**src/eth_stats_pkg.sv**
```systemverilog
// How it works
// - status registers are read-only; a read returns the value then clears it
// - register reset clears transmit and receive status registers together
// - receive-path reset clears only receive-side status registers
// - transmit-path reset clears only transmit-side status registers
// - snapshot trigger comes from the pulse pin or a tick register write
// - mode bit 30 low selects the pin, high selects the tick register
// - a trigger copies accumulators to readable counters and clears them together
// - one trigger updates every readable counter for a common interval
// - readable counters have no reset; undefined until the first trigger
// - interval counter counts receive core cycles between triggers, low and high word
// - statistics counters are 48 bits wide
// - counters saturate at all ones instead of wrapping
// - readable counters hold their value between triggers
// - low word holds bits 31:0, high word 4 bytes above holds bits 47:32
// - register reset clears transmit and receive accumulators
// - a trigger pulse clears transmit and receive accumulators
// - receive-path reset clears only receive-side accumulators
// - transmit-path reset clears only transmit-side accumulators
// - flow-control registers exist only in the mac plus pcs build
// - the core-speed switch register exists only with runtime speed switching
// - full 32-bit aligned words; byte write strobes are ignored
// - unlisted offsets are reserved and answered with an error response
package eth_stats_pkg;

    typedef logic [15:0] offset_t;
    typedef enum logic [1:0] {SIDE_GEN, SIDE_TX, SIDE_RX} side_t;

    // ****************************************************************
    // control registers
    // ****************************************************************
    localparam offset_t     MODE_OFS     = 16'h0008;
    localparam offset_t     TICK_OFS     = 16'h0020;
    localparam int          TICK_SEL_BIT = 30;
    localparam int          TICK_BIT     = 0;
    localparam logic [31:0] MODE_RESET   = 32'h0000_0000;
    localparam logic [31:0] CFG_RESET    = 32'h0000_0000;

    localparam int      NUM_CFG       = 18;
    localparam int      FLOW_CFG_LAST = 3;
    localparam int      SPEED_CFG_IDX = 17;
    localparam offset_t CFG_OFS [NUM_CFG] = '{
        16'h0094, 16'h0098, 16'h009c, 16'h00a0, 16'h00d4, 16'h00e0,
        16'h00e4, 16'h00f8, 16'h0100, 16'h0104, 16'h0108, 16'h010c,
        16'h0110, 16'h0114, 16'h0130, 16'h0134, 16'h0138, 16'h013c};

    // ****************************************************************
    // clear-on-read status registers
    // ****************************************************************
    localparam int      NUM_STATUS   = 27;
    localparam int      TX_PAUSE_IDX = 15;
    localparam int      RX_PAUSE_IDX = 16;
    localparam offset_t STATUS_OFS [NUM_STATUS] = '{
        16'h0400, 16'h0404, 16'h0408, 16'h040c, 16'h0410, 16'h0414, 16'h0418,
        16'h041c, 16'h0420, 16'h0424, 16'h0428, 16'h043c, 16'h0440, 16'h0448,
        16'h044c, 16'h0450, 16'h0454, 16'h0458, 16'h045c, 16'h0460, 16'h0464,
        16'h0468, 16'h046c, 16'h0470, 16'h0474, 16'h0478, 16'h047c};
    localparam side_t STATUS_SIDE [NUM_STATUS] = '{
        SIDE_TX,  SIDE_RX,  SIDE_GEN, SIDE_RX,  SIDE_RX,  SIDE_RX,  SIDE_RX,
        SIDE_RX,  SIDE_RX,  SIDE_RX,  SIDE_RX,  SIDE_RX,  SIDE_RX,  SIDE_RX,
        SIDE_TX,  SIDE_TX,  SIDE_RX,  SIDE_GEN, SIDE_GEN, SIDE_GEN, SIDE_GEN,
        SIDE_GEN, SIDE_GEN, SIDE_GEN, SIDE_GEN, SIDE_GEN, SIDE_GEN};

    // ****************************************************************
    // statistics counters
    // ****************************************************************
    localparam int      CNT_W        = 48;
    localparam offset_t HI_WORD_STEP = 16'h0004;
    localparam offset_t CYCLE_OFS    = 16'h0500;
    localparam int      NUM_CNT      = 5;
    localparam int      TX_FRAME_IDX = 4;
    localparam offset_t CNT_OFS [NUM_CNT] = '{
        16'h0508, 16'h0510, 16'h0518, 16'h0520, 16'h06a0};
    localparam side_t CNT_SIDE [NUM_CNT] = '{
        SIDE_RX, SIDE_RX, SIDE_RX, SIDE_RX, SIDE_TX};

    // ****************************************************************
    // bus answers
    // ****************************************************************
    localparam logic [1:0] RESP_OKAY   = 2'h0;
    localparam logic [1:0] RESP_SLVERR = 2'h2;

endpackage : eth_stats_pkg

```
**src/stat_accum_counter.sv**
```systemverilog
`timescale 1ns/1ps
`default_nettype none

module stat_accum_counter
    import eth_stats_pkg::*;
(
    input  wire logic             clock,      // core clock
    input  wire logic             rst,        // register reset, async high
    input  wire logic             side_reset, // path reset of this counter's side
    input  wire logic             event_in,   // one count per cycle high
    input  wire logic             snapshot,   // common snapshot trigger
    output logic      [CNT_W-1:0] value_q     // readable snapshot
);

    logic [CNT_W-1:0] acc_q;
    logic [CNT_W-1:0] acc_d;
    logic             loaded_q;

    // ****************************************************************
    // saturating accumulator
    // ****************************************************************
    always_comb begin
        acc_d = acc_q;
        if (event_in && acc_q != {CNT_W{1'b1}}) begin
            acc_d = acc_q + {{(CNT_W-1){1'b0}}, 1'b1};
        end
    end

    always_ff @(posedge clock or posedge rst) begin
        if (rst) begin
            acc_q <= '0;
        end else if (side_reset || snapshot) begin
            acc_q <= '0;
        end else begin
            acc_q <= acc_d;
        end
    end

    // readable value is unknown until the first snapshot
    always_ff @(posedge clock or posedge rst) begin
        if (rst) begin
            loaded_q <= 1'b0;
        end else if (snapshot) begin
            loaded_q <= 1'b1;
        end
    end

    // event of the trigger cycle goes into the snapshot, so none is lost
    always_ff @(posedge clock) begin
        if (snapshot) begin
            value_q <= acc_d;
        end
    end
endmodule : stat_accum_counter

`default_nettype wire

```
**src/eth_status_and_stats_regs.sv**
```systemverilog
`timescale 1ns/1ps
`default_nettype none

module eth_status_and_stats_regs
    import eth_stats_pkg::*;
#(
    parameter bit MAC_PCS        = 1'b1, // full mac plus pcs build
    parameter bit RUNTIME_SWITCH = 1'b0  // runtime speed switching built
) (
    input  wire logic                         clock,             // host and core clock, 50 MHz
    input  wire logic                         rst,               // register reset, async high
    input  wire logic                         tx_reset,          // transmit path reset
    input  wire logic                         rx_reset,          // receive path reset
    input  wire logic                         snapshot_pulse_in, // snapshot trigger pin
    input  wire logic [NUM_STATUS-1:0][31:0]  status_set_in,     // status bits raised by datapaths
    input  wire logic [NUM_CNT-1:0]           cnt_event_in,      // per-counter event pulses
    input  wire logic [31:0]                  s_axi_awaddr,      // write address
    input  wire logic                         s_axi_awvalid,     // write address valid
    output logic                              s_axi_awready,     // write address ready
    input  wire logic [31:0]                  s_axi_wdata,       // write data
    input  wire logic [3:0]                   s_axi_wstrb,       // byte strobes, ignored
    input  wire logic                         s_axi_wvalid,      // write data valid
    output logic                              s_axi_wready,      // write data ready
    output logic      [1:0]                   s_axi_bresp,       // write response
    output logic                              s_axi_bvalid,      // write response valid
    input  wire logic                         s_axi_bready,      // write response ready
    input  wire logic [31:0]                  s_axi_araddr,      // read address
    input  wire logic                         s_axi_arvalid,     // read address valid
    output logic                              s_axi_arready,     // read address ready
    output logic      [31:0]                  s_axi_rdata,       // read data
    output logic      [1:0]                   s_axi_rresp,       // read response
    output logic                              s_axi_rvalid,      // read data valid
    input  wire logic                         s_axi_rready       // read data ready
);

    logic [31:0]            mode_q;
    logic [31:0]            cfg_q       [NUM_CFG];
    logic [31:0]            status_q    [NUM_STATUS];
    logic [CNT_W-1:0]       cnt_value   [NUM_CNT];
    logic [CNT_W-1:0]       cycle_value;
    logic [NUM_CFG-1:0]     cfg_present;
    logic [NUM_STATUS-1:0]  status_present;
    logic [NUM_CNT-1:0]     cnt_present;
    logic [15:0]            rd_addr;
    logic [15:0]            wr_addr;
    logic [31:0]            rd_data;
    logic                   rd_ok;
    logic [NUM_STATUS-1:0]  rd_status_hit;
    logic                   wr_ok;
    logic                   wr_mode_hit;
    logic                   wr_tick_hit;
    logic [NUM_CFG-1:0]     wr_cfg_hit;
    logic                   rd_take;
    logic                   wr_take;
    logic                   tick_wr;
    logic                   snap_trig;

    // ****************************************************************
    // build variants
    // ****************************************************************
    for (genvar i = 0; i < NUM_CFG; i++) begin : g_cfg_present
        assign cfg_present[i] = !((i <= FLOW_CFG_LAST) && !MAC_PCS)
                             && !((i == SPEED_CFG_IDX) && !RUNTIME_SWITCH);
    end

    for (genvar i = 0; i < NUM_STATUS; i++) begin : g_status_present
        assign status_present[i] = MAC_PCS || ((i != TX_PAUSE_IDX) && (i != RX_PAUSE_IDX));
    end

    for (genvar i = 0; i < NUM_CNT; i++) begin : g_cnt_present
        assign cnt_present[i] = MAC_PCS || (i != TX_FRAME_IDX);
    end

    // ****************************************************************
    // address decode
    // ****************************************************************
    // word aligned; the two low address bits are ignored
    assign rd_addr = {s_axi_araddr[15:2], 2'b00};
    assign wr_addr = {s_axi_awaddr[15:2], 2'b00};

    always_comb begin
        rd_data       = '0;
        rd_ok         = 1'b0;
        rd_status_hit = '0;
        if (rd_addr == MODE_OFS) begin
            rd_data = mode_q;
            rd_ok   = 1'b1;
        end
        if (rd_addr == TICK_OFS) begin
            rd_ok = 1'b1;
        end
        for (int i = 0; i < NUM_CFG; i++) begin
            if (rd_addr == CFG_OFS[i] && cfg_present[i]) begin
                rd_data = cfg_q[i];
                rd_ok   = 1'b1;
            end
        end
        for (int i = 0; i < NUM_STATUS; i++) begin
            if (rd_addr == STATUS_OFS[i] && status_present[i]) begin
                rd_data          = status_q[i];
                rd_ok            = 1'b1;
                rd_status_hit[i] = 1'b1;
            end
        end
        if (rd_addr == CYCLE_OFS) begin
            rd_data = cycle_value[31:0];
            rd_ok   = 1'b1;
        end
        if (rd_addr == CYCLE_OFS + HI_WORD_STEP) begin
            rd_data = {16'h0000, cycle_value[CNT_W-1:32]};
            rd_ok   = 1'b1;
        end
        for (int i = 0; i < NUM_CNT; i++) begin
            if (rd_addr == CNT_OFS[i] && cnt_present[i]) begin
                rd_data = cnt_value[i][31:0];
                rd_ok   = 1'b1;
            end
            if (rd_addr == CNT_OFS[i] + HI_WORD_STEP && cnt_present[i]) begin
                rd_data = {16'h0000, cnt_value[i][CNT_W-1:32]};
                rd_ok   = 1'b1;
            end
        end
    end

    // only control and configuration words take writes
    always_comb begin
        wr_mode_hit = (wr_addr == MODE_OFS);
        wr_tick_hit = (wr_addr == TICK_OFS);
        wr_cfg_hit  = '0;
        for (int i = 0; i < NUM_CFG; i++) begin
            wr_cfg_hit[i] = (wr_addr == CFG_OFS[i]) && cfg_present[i];
        end
        wr_ok = wr_mode_hit || wr_tick_hit || (|wr_cfg_hit);
    end

    // ****************************************************************
    // bus slave
    // ****************************************************************
    assign rd_take = s_axi_arvalid && !s_axi_arready && !s_axi_rvalid;
    assign wr_take = s_axi_awvalid && s_axi_wvalid && !s_axi_awready && !s_axi_bvalid;

    always_ff @(posedge clock or posedge rst) begin
        if (rst) begin
            s_axi_arready <= 1'b0;
            s_axi_rvalid  <= 1'b0;
            s_axi_rdata   <= '0;
            s_axi_rresp   <= RESP_OKAY;
        end else begin
            s_axi_arready <= rd_take;
            if (rd_take) begin
                s_axi_rvalid <= 1'b1;
                s_axi_rdata  <= rd_data;
                s_axi_rresp  <= rd_ok ? RESP_OKAY : RESP_SLVERR;
            end else if (s_axi_rready) begin
                s_axi_rvalid <= 1'b0;
            end
        end
    end

    always_ff @(posedge clock or posedge rst) begin
        if (rst) begin
            s_axi_awready <= 1'b0;
            s_axi_wready  <= 1'b0;
            s_axi_bvalid  <= 1'b0;
            s_axi_bresp   <= RESP_OKAY;
        end else begin
            s_axi_awready <= wr_take;
            s_axi_wready  <= wr_take;
            if (wr_take) begin
                s_axi_bvalid <= 1'b1;
                s_axi_bresp  <= wr_ok ? RESP_OKAY : RESP_SLVERR;
            end else if (s_axi_bready) begin
                s_axi_bvalid <= 1'b0;
            end
        end
    end

    // ****************************************************************
    // control and configuration registers
    // ****************************************************************
    // whole word is written whatever the byte strobes say
    always_ff @(posedge clock or posedge rst) begin
        if (rst) begin
            mode_q <= MODE_RESET;
        end else if (wr_take && wr_mode_hit) begin
            mode_q <= s_axi_wdata;
        end
    end

    for (genvar i = 0; i < NUM_CFG; i++) begin : g_cfg
        always_ff @(posedge clock or posedge rst) begin
            if (rst) begin
                cfg_q[i] <= CFG_RESET;
            end else if (wr_take && wr_cfg_hit[i]) begin
                cfg_q[i] <= s_axi_wdata;
            end
        end
    end

    // ****************************************************************
    // snapshot trigger
    // ****************************************************************
    assign tick_wr   = wr_take && wr_tick_hit && s_axi_wdata[TICK_BIT];
    assign snap_trig = mode_q[TICK_SEL_BIT] ? tick_wr : snapshot_pulse_in;

    // ****************************************************************
    // clear-on-read status registers
    // ****************************************************************
    // a bit raised in the cycle of its read survives the clear
    for (genvar i = 0; i < NUM_STATUS; i++) begin : g_status
        always_ff @(posedge clock or posedge rst) begin
            if (rst) begin
                status_q[i] <= '0;
            end else if ((STATUS_SIDE[i] == SIDE_TX) && tx_reset) begin
                status_q[i] <= '0;
            end else if ((STATUS_SIDE[i] == SIDE_RX) && rx_reset) begin
                status_q[i] <= '0;
            end else if (rd_take && rd_status_hit[i]) begin
                status_q[i] <= status_set_in[i];
            end else begin
                status_q[i] <= status_q[i] | status_set_in[i];
            end
        end

        if (STATUS_SIDE[i] == SIDE_TX) begin : g_tx_chk

        end
        if (STATUS_SIDE[i] == SIDE_RX) begin : g_rx_chk

        end
    end

    // ****************************************************************
    // statistics counters
    // ****************************************************************
    // every counter shares the one trigger, so all cover the same interval
    for (genvar i = 0; i < NUM_CNT; i++) begin : g_cnt
        stat_accum_counter u_cnt (
            .clock      (clock),
            .rst        (rst),
            .side_reset ((CNT_SIDE[i] == SIDE_TX) ? tx_reset : rx_reset),
            .event_in   (cnt_event_in[i]),
            .snapshot   (snap_trig),
            .value_q    (cnt_value[i])
        );
    end

    stat_accum_counter u_cycle (
        .clock      (clock),
        .rst        (rst),
        .side_reset (rx_reset),
        .event_in   (1'b1),
        .snapshot   (snap_trig),
        .value_q    (cycle_value)
    );
endmodule : eth_status_and_stats_regs

`default_nettype wire

```
**config.mk**
```make
export PLATFORM = sky130hd
export DESIGN_NAME = eth_status_and_stats_regs
export DESIGN_NICKNAME = d
export VERILOG_FILES = /design/src/eth_stats_pkg.sv /design/src/stat_accum_counter.sv /design/src/eth_status_and_stats_regs.sv
export SDC_FILE = /design/constraint.sdc
export NUM_CORES = 2
export LEC_CHECK = 0
export BUFFER_PORTS_ARGS = -buffer_cell sky130_fd_sc_hd__buf_2
export CAP_MARGIN = 20
export CORE_MARGIN = 3
export CORE_UTILIZATION = 59
export CTS_CLUSTER_DIAMETER = 200
export DETAILED_ROUTE_END_ITERATION = 12
export HOLD_SLACK_MARGIN = 0.06
export PLACE_DENSITY = 0.91
export SETUP_SLACK_MARGIN = 0.3
export SLEW_MARGIN = 20
export SYNTH_ARGS = -nofsm -noshare
export SYNTH_HDL_FRONTEND = slang
export SYNTH_SLANG_ARGS = --single-unit
export TNS_END_PERCENT = 10
```
**constraint.sdc**
```tcl
create_clock -name clock -period 61.5 [get_ports clock]
set_input_delay 0 -clock clock [delete_from_list [all_inputs] [get_ports clock]]
set_output_delay 0 -clock clock [all_outputs]
set_load 0.05 [all_outputs]
```
==> results.toml, run 1 <==
[synth]
synth_cells = 8513
syn_area_per_cell_um2 = 11.0
ys_ff_latch = 2054
synth_edf_count = 288
async_flop_share = 0.860
synth_ff_type = "dfrtp_1"
seq_area_frac_synth = 0.566
synth.distinct_cells = 102
netlist_area_um2 = 93300
synth_warnings = 0

[floorplan]
rows = 145
die_height_um = 404
io_pins = 1020
die_w_um = 404
start_util = 0.595

[clock_network]
clock-root-buffer = "clkbuf_16"
cts_hold_buf = 2048
cts.sinks = 2054
clockBufferDepth = 3
htreeDepth = 4
cts_buffers = 208
cts_resized = 0
cts_setup_buffers = 0

[grt]
grt_use_total = 0.821
gr-total-overflow = 2757
grt_max_degree = 207
grt_pass1_vias = 123000
grt_pass1_wl_um = 957000

[placement]
gp_congestion = 1.10
dp_hpwl_um = 352000
io_buffers = 977
pre_cts_ws_ns = 55.27
dp_cells = 11300

[status]
error_line = "[ERROR GRT-0116] Global routing finished with congestion. Check the congestion regions in the DRC Viewer."
stop_stage = "5_1_grt"
status = "stopped before the end"
## per-layer routing
| layer | global-route usage | GRT overflow |
|---|---|---|
| met2 | 0.974 | 1453 |
| met4 | 0.825 | 743 |
| met1 | 0.818 | 249 |
| met3 | 0.671 | 250 |
| met5 | 0.438 | 62 |
## cells by family after synthesis
| kind of cell | synth area share |
|---|---|
| flip-flops | 0.566 |
| AO/OA/AOI/OAI | 0.172 |
| buffers and inverters | 0.0270 |
| other | 0.0000402 |
| AND/OR/NAND/NOR | 0.136 |
| adder cells (fa/ha/maj) | 0.000804 |
| XOR/XNOR | 0.0267 |
| multiplexers | 0.0714 |
## Yosys cell counts (10+ instances only)
master     number  share of area
a222oi_1       44         0.0047
and4_1         52         0.0049
nand3_1       218          0.012
o21ai_1        14        0.00075
and2_1         36         0.0024
a22o_1         29         0.0027
a221oi_1      107          0.010
and3_1         65         0.0044
nor2b_1       302          0.020
buf_4          12        0.00097
nand2_1       434          0.017
o221ai_1       85         0.0080
a2111oi_0      32         0.0030
edfxtp_1      288          0.093
o22ai_1       173          0.012
nand4_1       140         0.0094
nor3_1        128         0.0069
or3_1          33         0.0022
nand2b_1       16         0.0011
nor4_2         19         0.0025
a211oi_1       51         0.0041
o31ai_1        10        0.00080
buf_2          81         0.0043
nor4_1         64         0.0043
o2111ai_1      26         0.0024
a221o_1        28         0.0030
a31oi_1        31         0.0021
a21oi_1       829          0.044
or2_2          13        0.00087
o22a_1         14         0.0013
inv_1          40         0.0016
a21o_1        368          0.030
clkbuf_1      435          0.017
o21ai_0       289          0.015
xor2_1         98         0.0092
xnor2_1       186          0.017
o211ai_1       57         0.0046
mux2i_1        10         0.0011
dfrtp_1      1766           0.47
a22oi_1       159          0.013
o2bb2ai_1      14         0.0013
nor2_1        882          0.035
or4_1          14         0.0011
buf_1          37         0.0015
mux2_2        583          0.070
## through the flow
stage	utilization	hold WS, ns	cell area [um^2]
after floorplan	-	0.0923	93300
after global placement	0.646	0.178	101000
after detailed placement	0.646	0.180	101000
after CTS	0.823	0.0601	129000
==> run 2, diff against run 1 <==
--- a/config.mk
+++ b/config.mk
@@ -8,12 +8,9 @@
 export BUFFER_PORTS_ARGS = -buffer_cell sky130_fd_sc_hd__buf_2
 export CAP_MARGIN = 20
 export CORE_MARGIN = 3
-export CORE_UTILIZATION = 59
-export CTS_CLUSTER_DIAMETER = 200
+export CORE_UTILIZATION = 40
 export DETAILED_ROUTE_END_ITERATION = 12
-export HOLD_SLACK_MARGIN = 0.06
-export PLACE_DENSITY = 0.91
-export SETUP_SLACK_MARGIN = 0.3
+export PLACE_DENSITY_LB_ADDON = 0.15
 export SLEW_MARGIN = 20
 export SYNTH_ARGS = -nofsm -noshare
 export SYNTH_HDL_FRONTEND = slang
==> results.toml, run 2 <==
[worst_setup_path]
path_cells = "buf_2 -> buf_4 -> buf_4 -> or4b_1 -> buf_4 -> nor2_1 -> buf_4 -> a21oi_1 -> a211oi_1 -> nand2_1 -> nand4_1 -> o21ai_1 -> a21oi_1"
cpMaxStageDelayCell = "a211oi_1"
cp.arrival_ns = 6.14
critical_path_class = "in -> reg"
r2r_cells = 11
cp.required_ns = 62.30
max_stage_delay_ns = 1.08
startpoint_type = "input pin"
cp_max_fo = 34
critPathCaptureType = "flip-flop"
crit_top_cell = "buf_4"

[synth]
syn_area_per_cell_um2 = 11.0
seq_area_frac_synth = 0.566
synth.distinct_cells = 102
synth_top_area_frac = 0.474
synth.area.top_cells = "dfrtp_1, edfxtp_1, mux2_2"
async_flop_share = 0.860
ys_ff_latch = 2054
synth_cells = 8513
synthTopCellsByCount = "dfrtp_1, nor2_1, a21oi_1, mux2_2, clkbuf_1"
synth_edf_count = 288
synth_warnings = 0
synth_ff_type = "dfrtp_1"
yosysTopAreaCell = "dfrtp_1"
netlist_area_um2 = 93300
synth.most_common_cell = "dfrtp_1"

[cells_and_area]
layout.nets = 12400
fin_cells = 14700
design_area_um2 = 130000
largest-register = "status_q"
largest_reg_flops = 864
drive_gt1_frac = 0.205
synthToLayoutAreaGrowth_pct = 39.1
reg_top3 = "status_q: 864 flops, cfg_q: 544 flops"
mostFrequentLayoutCell = "dlygate4sd3_1"
mostFrequentLayoutCells = "dlygate4sd3_1, dfrtp_1, buf_2, nor2_1, a21oi_1"

[clock_network]
cts_buffers = 224
cts_hold_buf = 1926
cts.sinks = 2054
clock-root-buffer = "clkbuf_16"
cts_setup_buffers = 0
path_clk_slew_ns = 0.07
cts_tree = "built"
clk-insertion-delay-late_ns = 0.92
htreeDepth = 4
cts_resized = 0
clockBufferDepth = 3

[floorplan]
coreArea_um2 = 231000
start_util = 0.404
io_pins = 1020
die_height_um = 489
rows = 176
die_w_um = 489
dieArea_um2 = 239000

[timing]
hold_viol = 0
rsz0062_at_grt = "no"
period_share = 0.0868
setup_viol = 0
setup_tns_ns = 0
worst_pin_slew_ns = 1.35
slew_viol_final = 0
fmax_mhz = 187
holdWs_ns = 0.0198
min_period_ns = 5.34
fin_skew_ns = 0.0908
slew_headroom = 0.0914

[status]
status = "finished, final reports clean"

[run]
maxCapViolations = 0

[grt]
top_usage_layer = "met2"
gr-total-overflow = 0
grt_use_total = 0.436
grt_pass1_vias = 93200
grt_pass1_wl_um = 733000
grt_use_met2 = 0.622
gr-usage-met1 = 0.543
met3_usage = 0.159
grt_max_degree = 176
antenna_found_initial = 107

[routing]
drt_wl_total_um = 534000
drc = 0
vias_per_cell = 6.47
num_vias = 94900
drtPass1Iterations = 8
wl_per_cell_um = 36.4
antenna_left = 0
drt_iter0_markers = 14800

[pwr]
p_leak_nw = 55.7
peakVddDrop_mv = 0.0260
p_total_w = 0.00319
power.density_nw_per_um2 = 24.6

[placement]
gp_congestion = 1.03
io_buffers = 977
dp_hpwl_um = 365000
place_area_um2 = 103000
dp_cells = 12200

[hold_path]
hp-class = "in -> reg"
hold_depth = 3
run 2: cell counts after synthesis:
Identical to the previous run, type by type.
run 2: layer usage:
metal  vias to the layer above  part of all wire
li1                      37200                 -
met4                        64             0.091
met3                      2220              0.13
met1                     47700              0.36
met2                      7762              0.42
met5                         -            0.0011
run 2: path summary, 6_finish.rpt:
kind | startpoint | to | slack [ns]
max | s_axi_araddr[4] | s_axi_rdata[3]$_DFFE_PP0P_ | 56.16
max reg2reg | s_axi_arready$_DFF_PP0_ | status_q[611]$_DFF_PP0_ | 57.07
min reg2reg | status_q[270]$_DFF_PP0_ | status_q[270]$_DFF_PP0_ | 0.47
min | status_set_in[706] | status_q[130]$_DFF_PP0_ | 0.02
max in group asynchronous | rst | status_q[726]$_DFF_PP0_ | 57.13
min in group asynchronous | rst | g_cnt[1].u_cnt.acc_q[35]$_DFF_PP0_ | 0.41
run 2: critical path: cells and delay by family:
kind	cells	cell delay, ns
simple gates	4	2.47
compound gates	4	1.80
buf+inv	5	1.79
run 2: layout make-up:
cell class	instances	area, um^2
tap	3026	3790
fill	19200	101000
timing repair buffer	3212	26600
clock buffer	338	6610
sequential	2054	52800
antenna	81	203
clock inverter	74	896
inverter	41	169
multi-input combinational	5845	38600
run 2: kinds of logic (layout without fill, tap and decap cells):
| logic type | Yosys count | count (layout) | share of synthesized area |
|---|---|---|---|
| simple gates | 2505 | 2505 | 0.136 |
| flops | 2054 | 2054 | 0.566 |
| mux | 593 | 593 | 0.0714 |
| buf+inv | 615 | 3665 | 0.0270 |
| compound gates | 2455 | 2455 | 0.172 |
| xor+xnor | 284 | 284 | 0.0267 |
| fa+ha+maj | 6 | 6 | 0.000804 |
| other cells | 1 | 83 | 0.0000402 |
run 2: report_power, final:
part | total, W | switching [W] | internal, W
Combinational | 0.000338 | 0.000199 | 0.000139
Sequential | 0.00145 | 0.0000381 | 0.00141
Clock | 0.00140 | 0.000609 | 0.000788
run 2: metrics by stage:
stage / setup slack, ns / utilization
after floorplan: 11.65 / -
after global placement: 55.61 / 0.444
after detailed placement: 55.76 / 0.445
after CTS: 56.67 / 0.560
after global routing: 56.45 / 0.561
final: 56.16 / 0.562
Power figures use the tool's default switching activity.
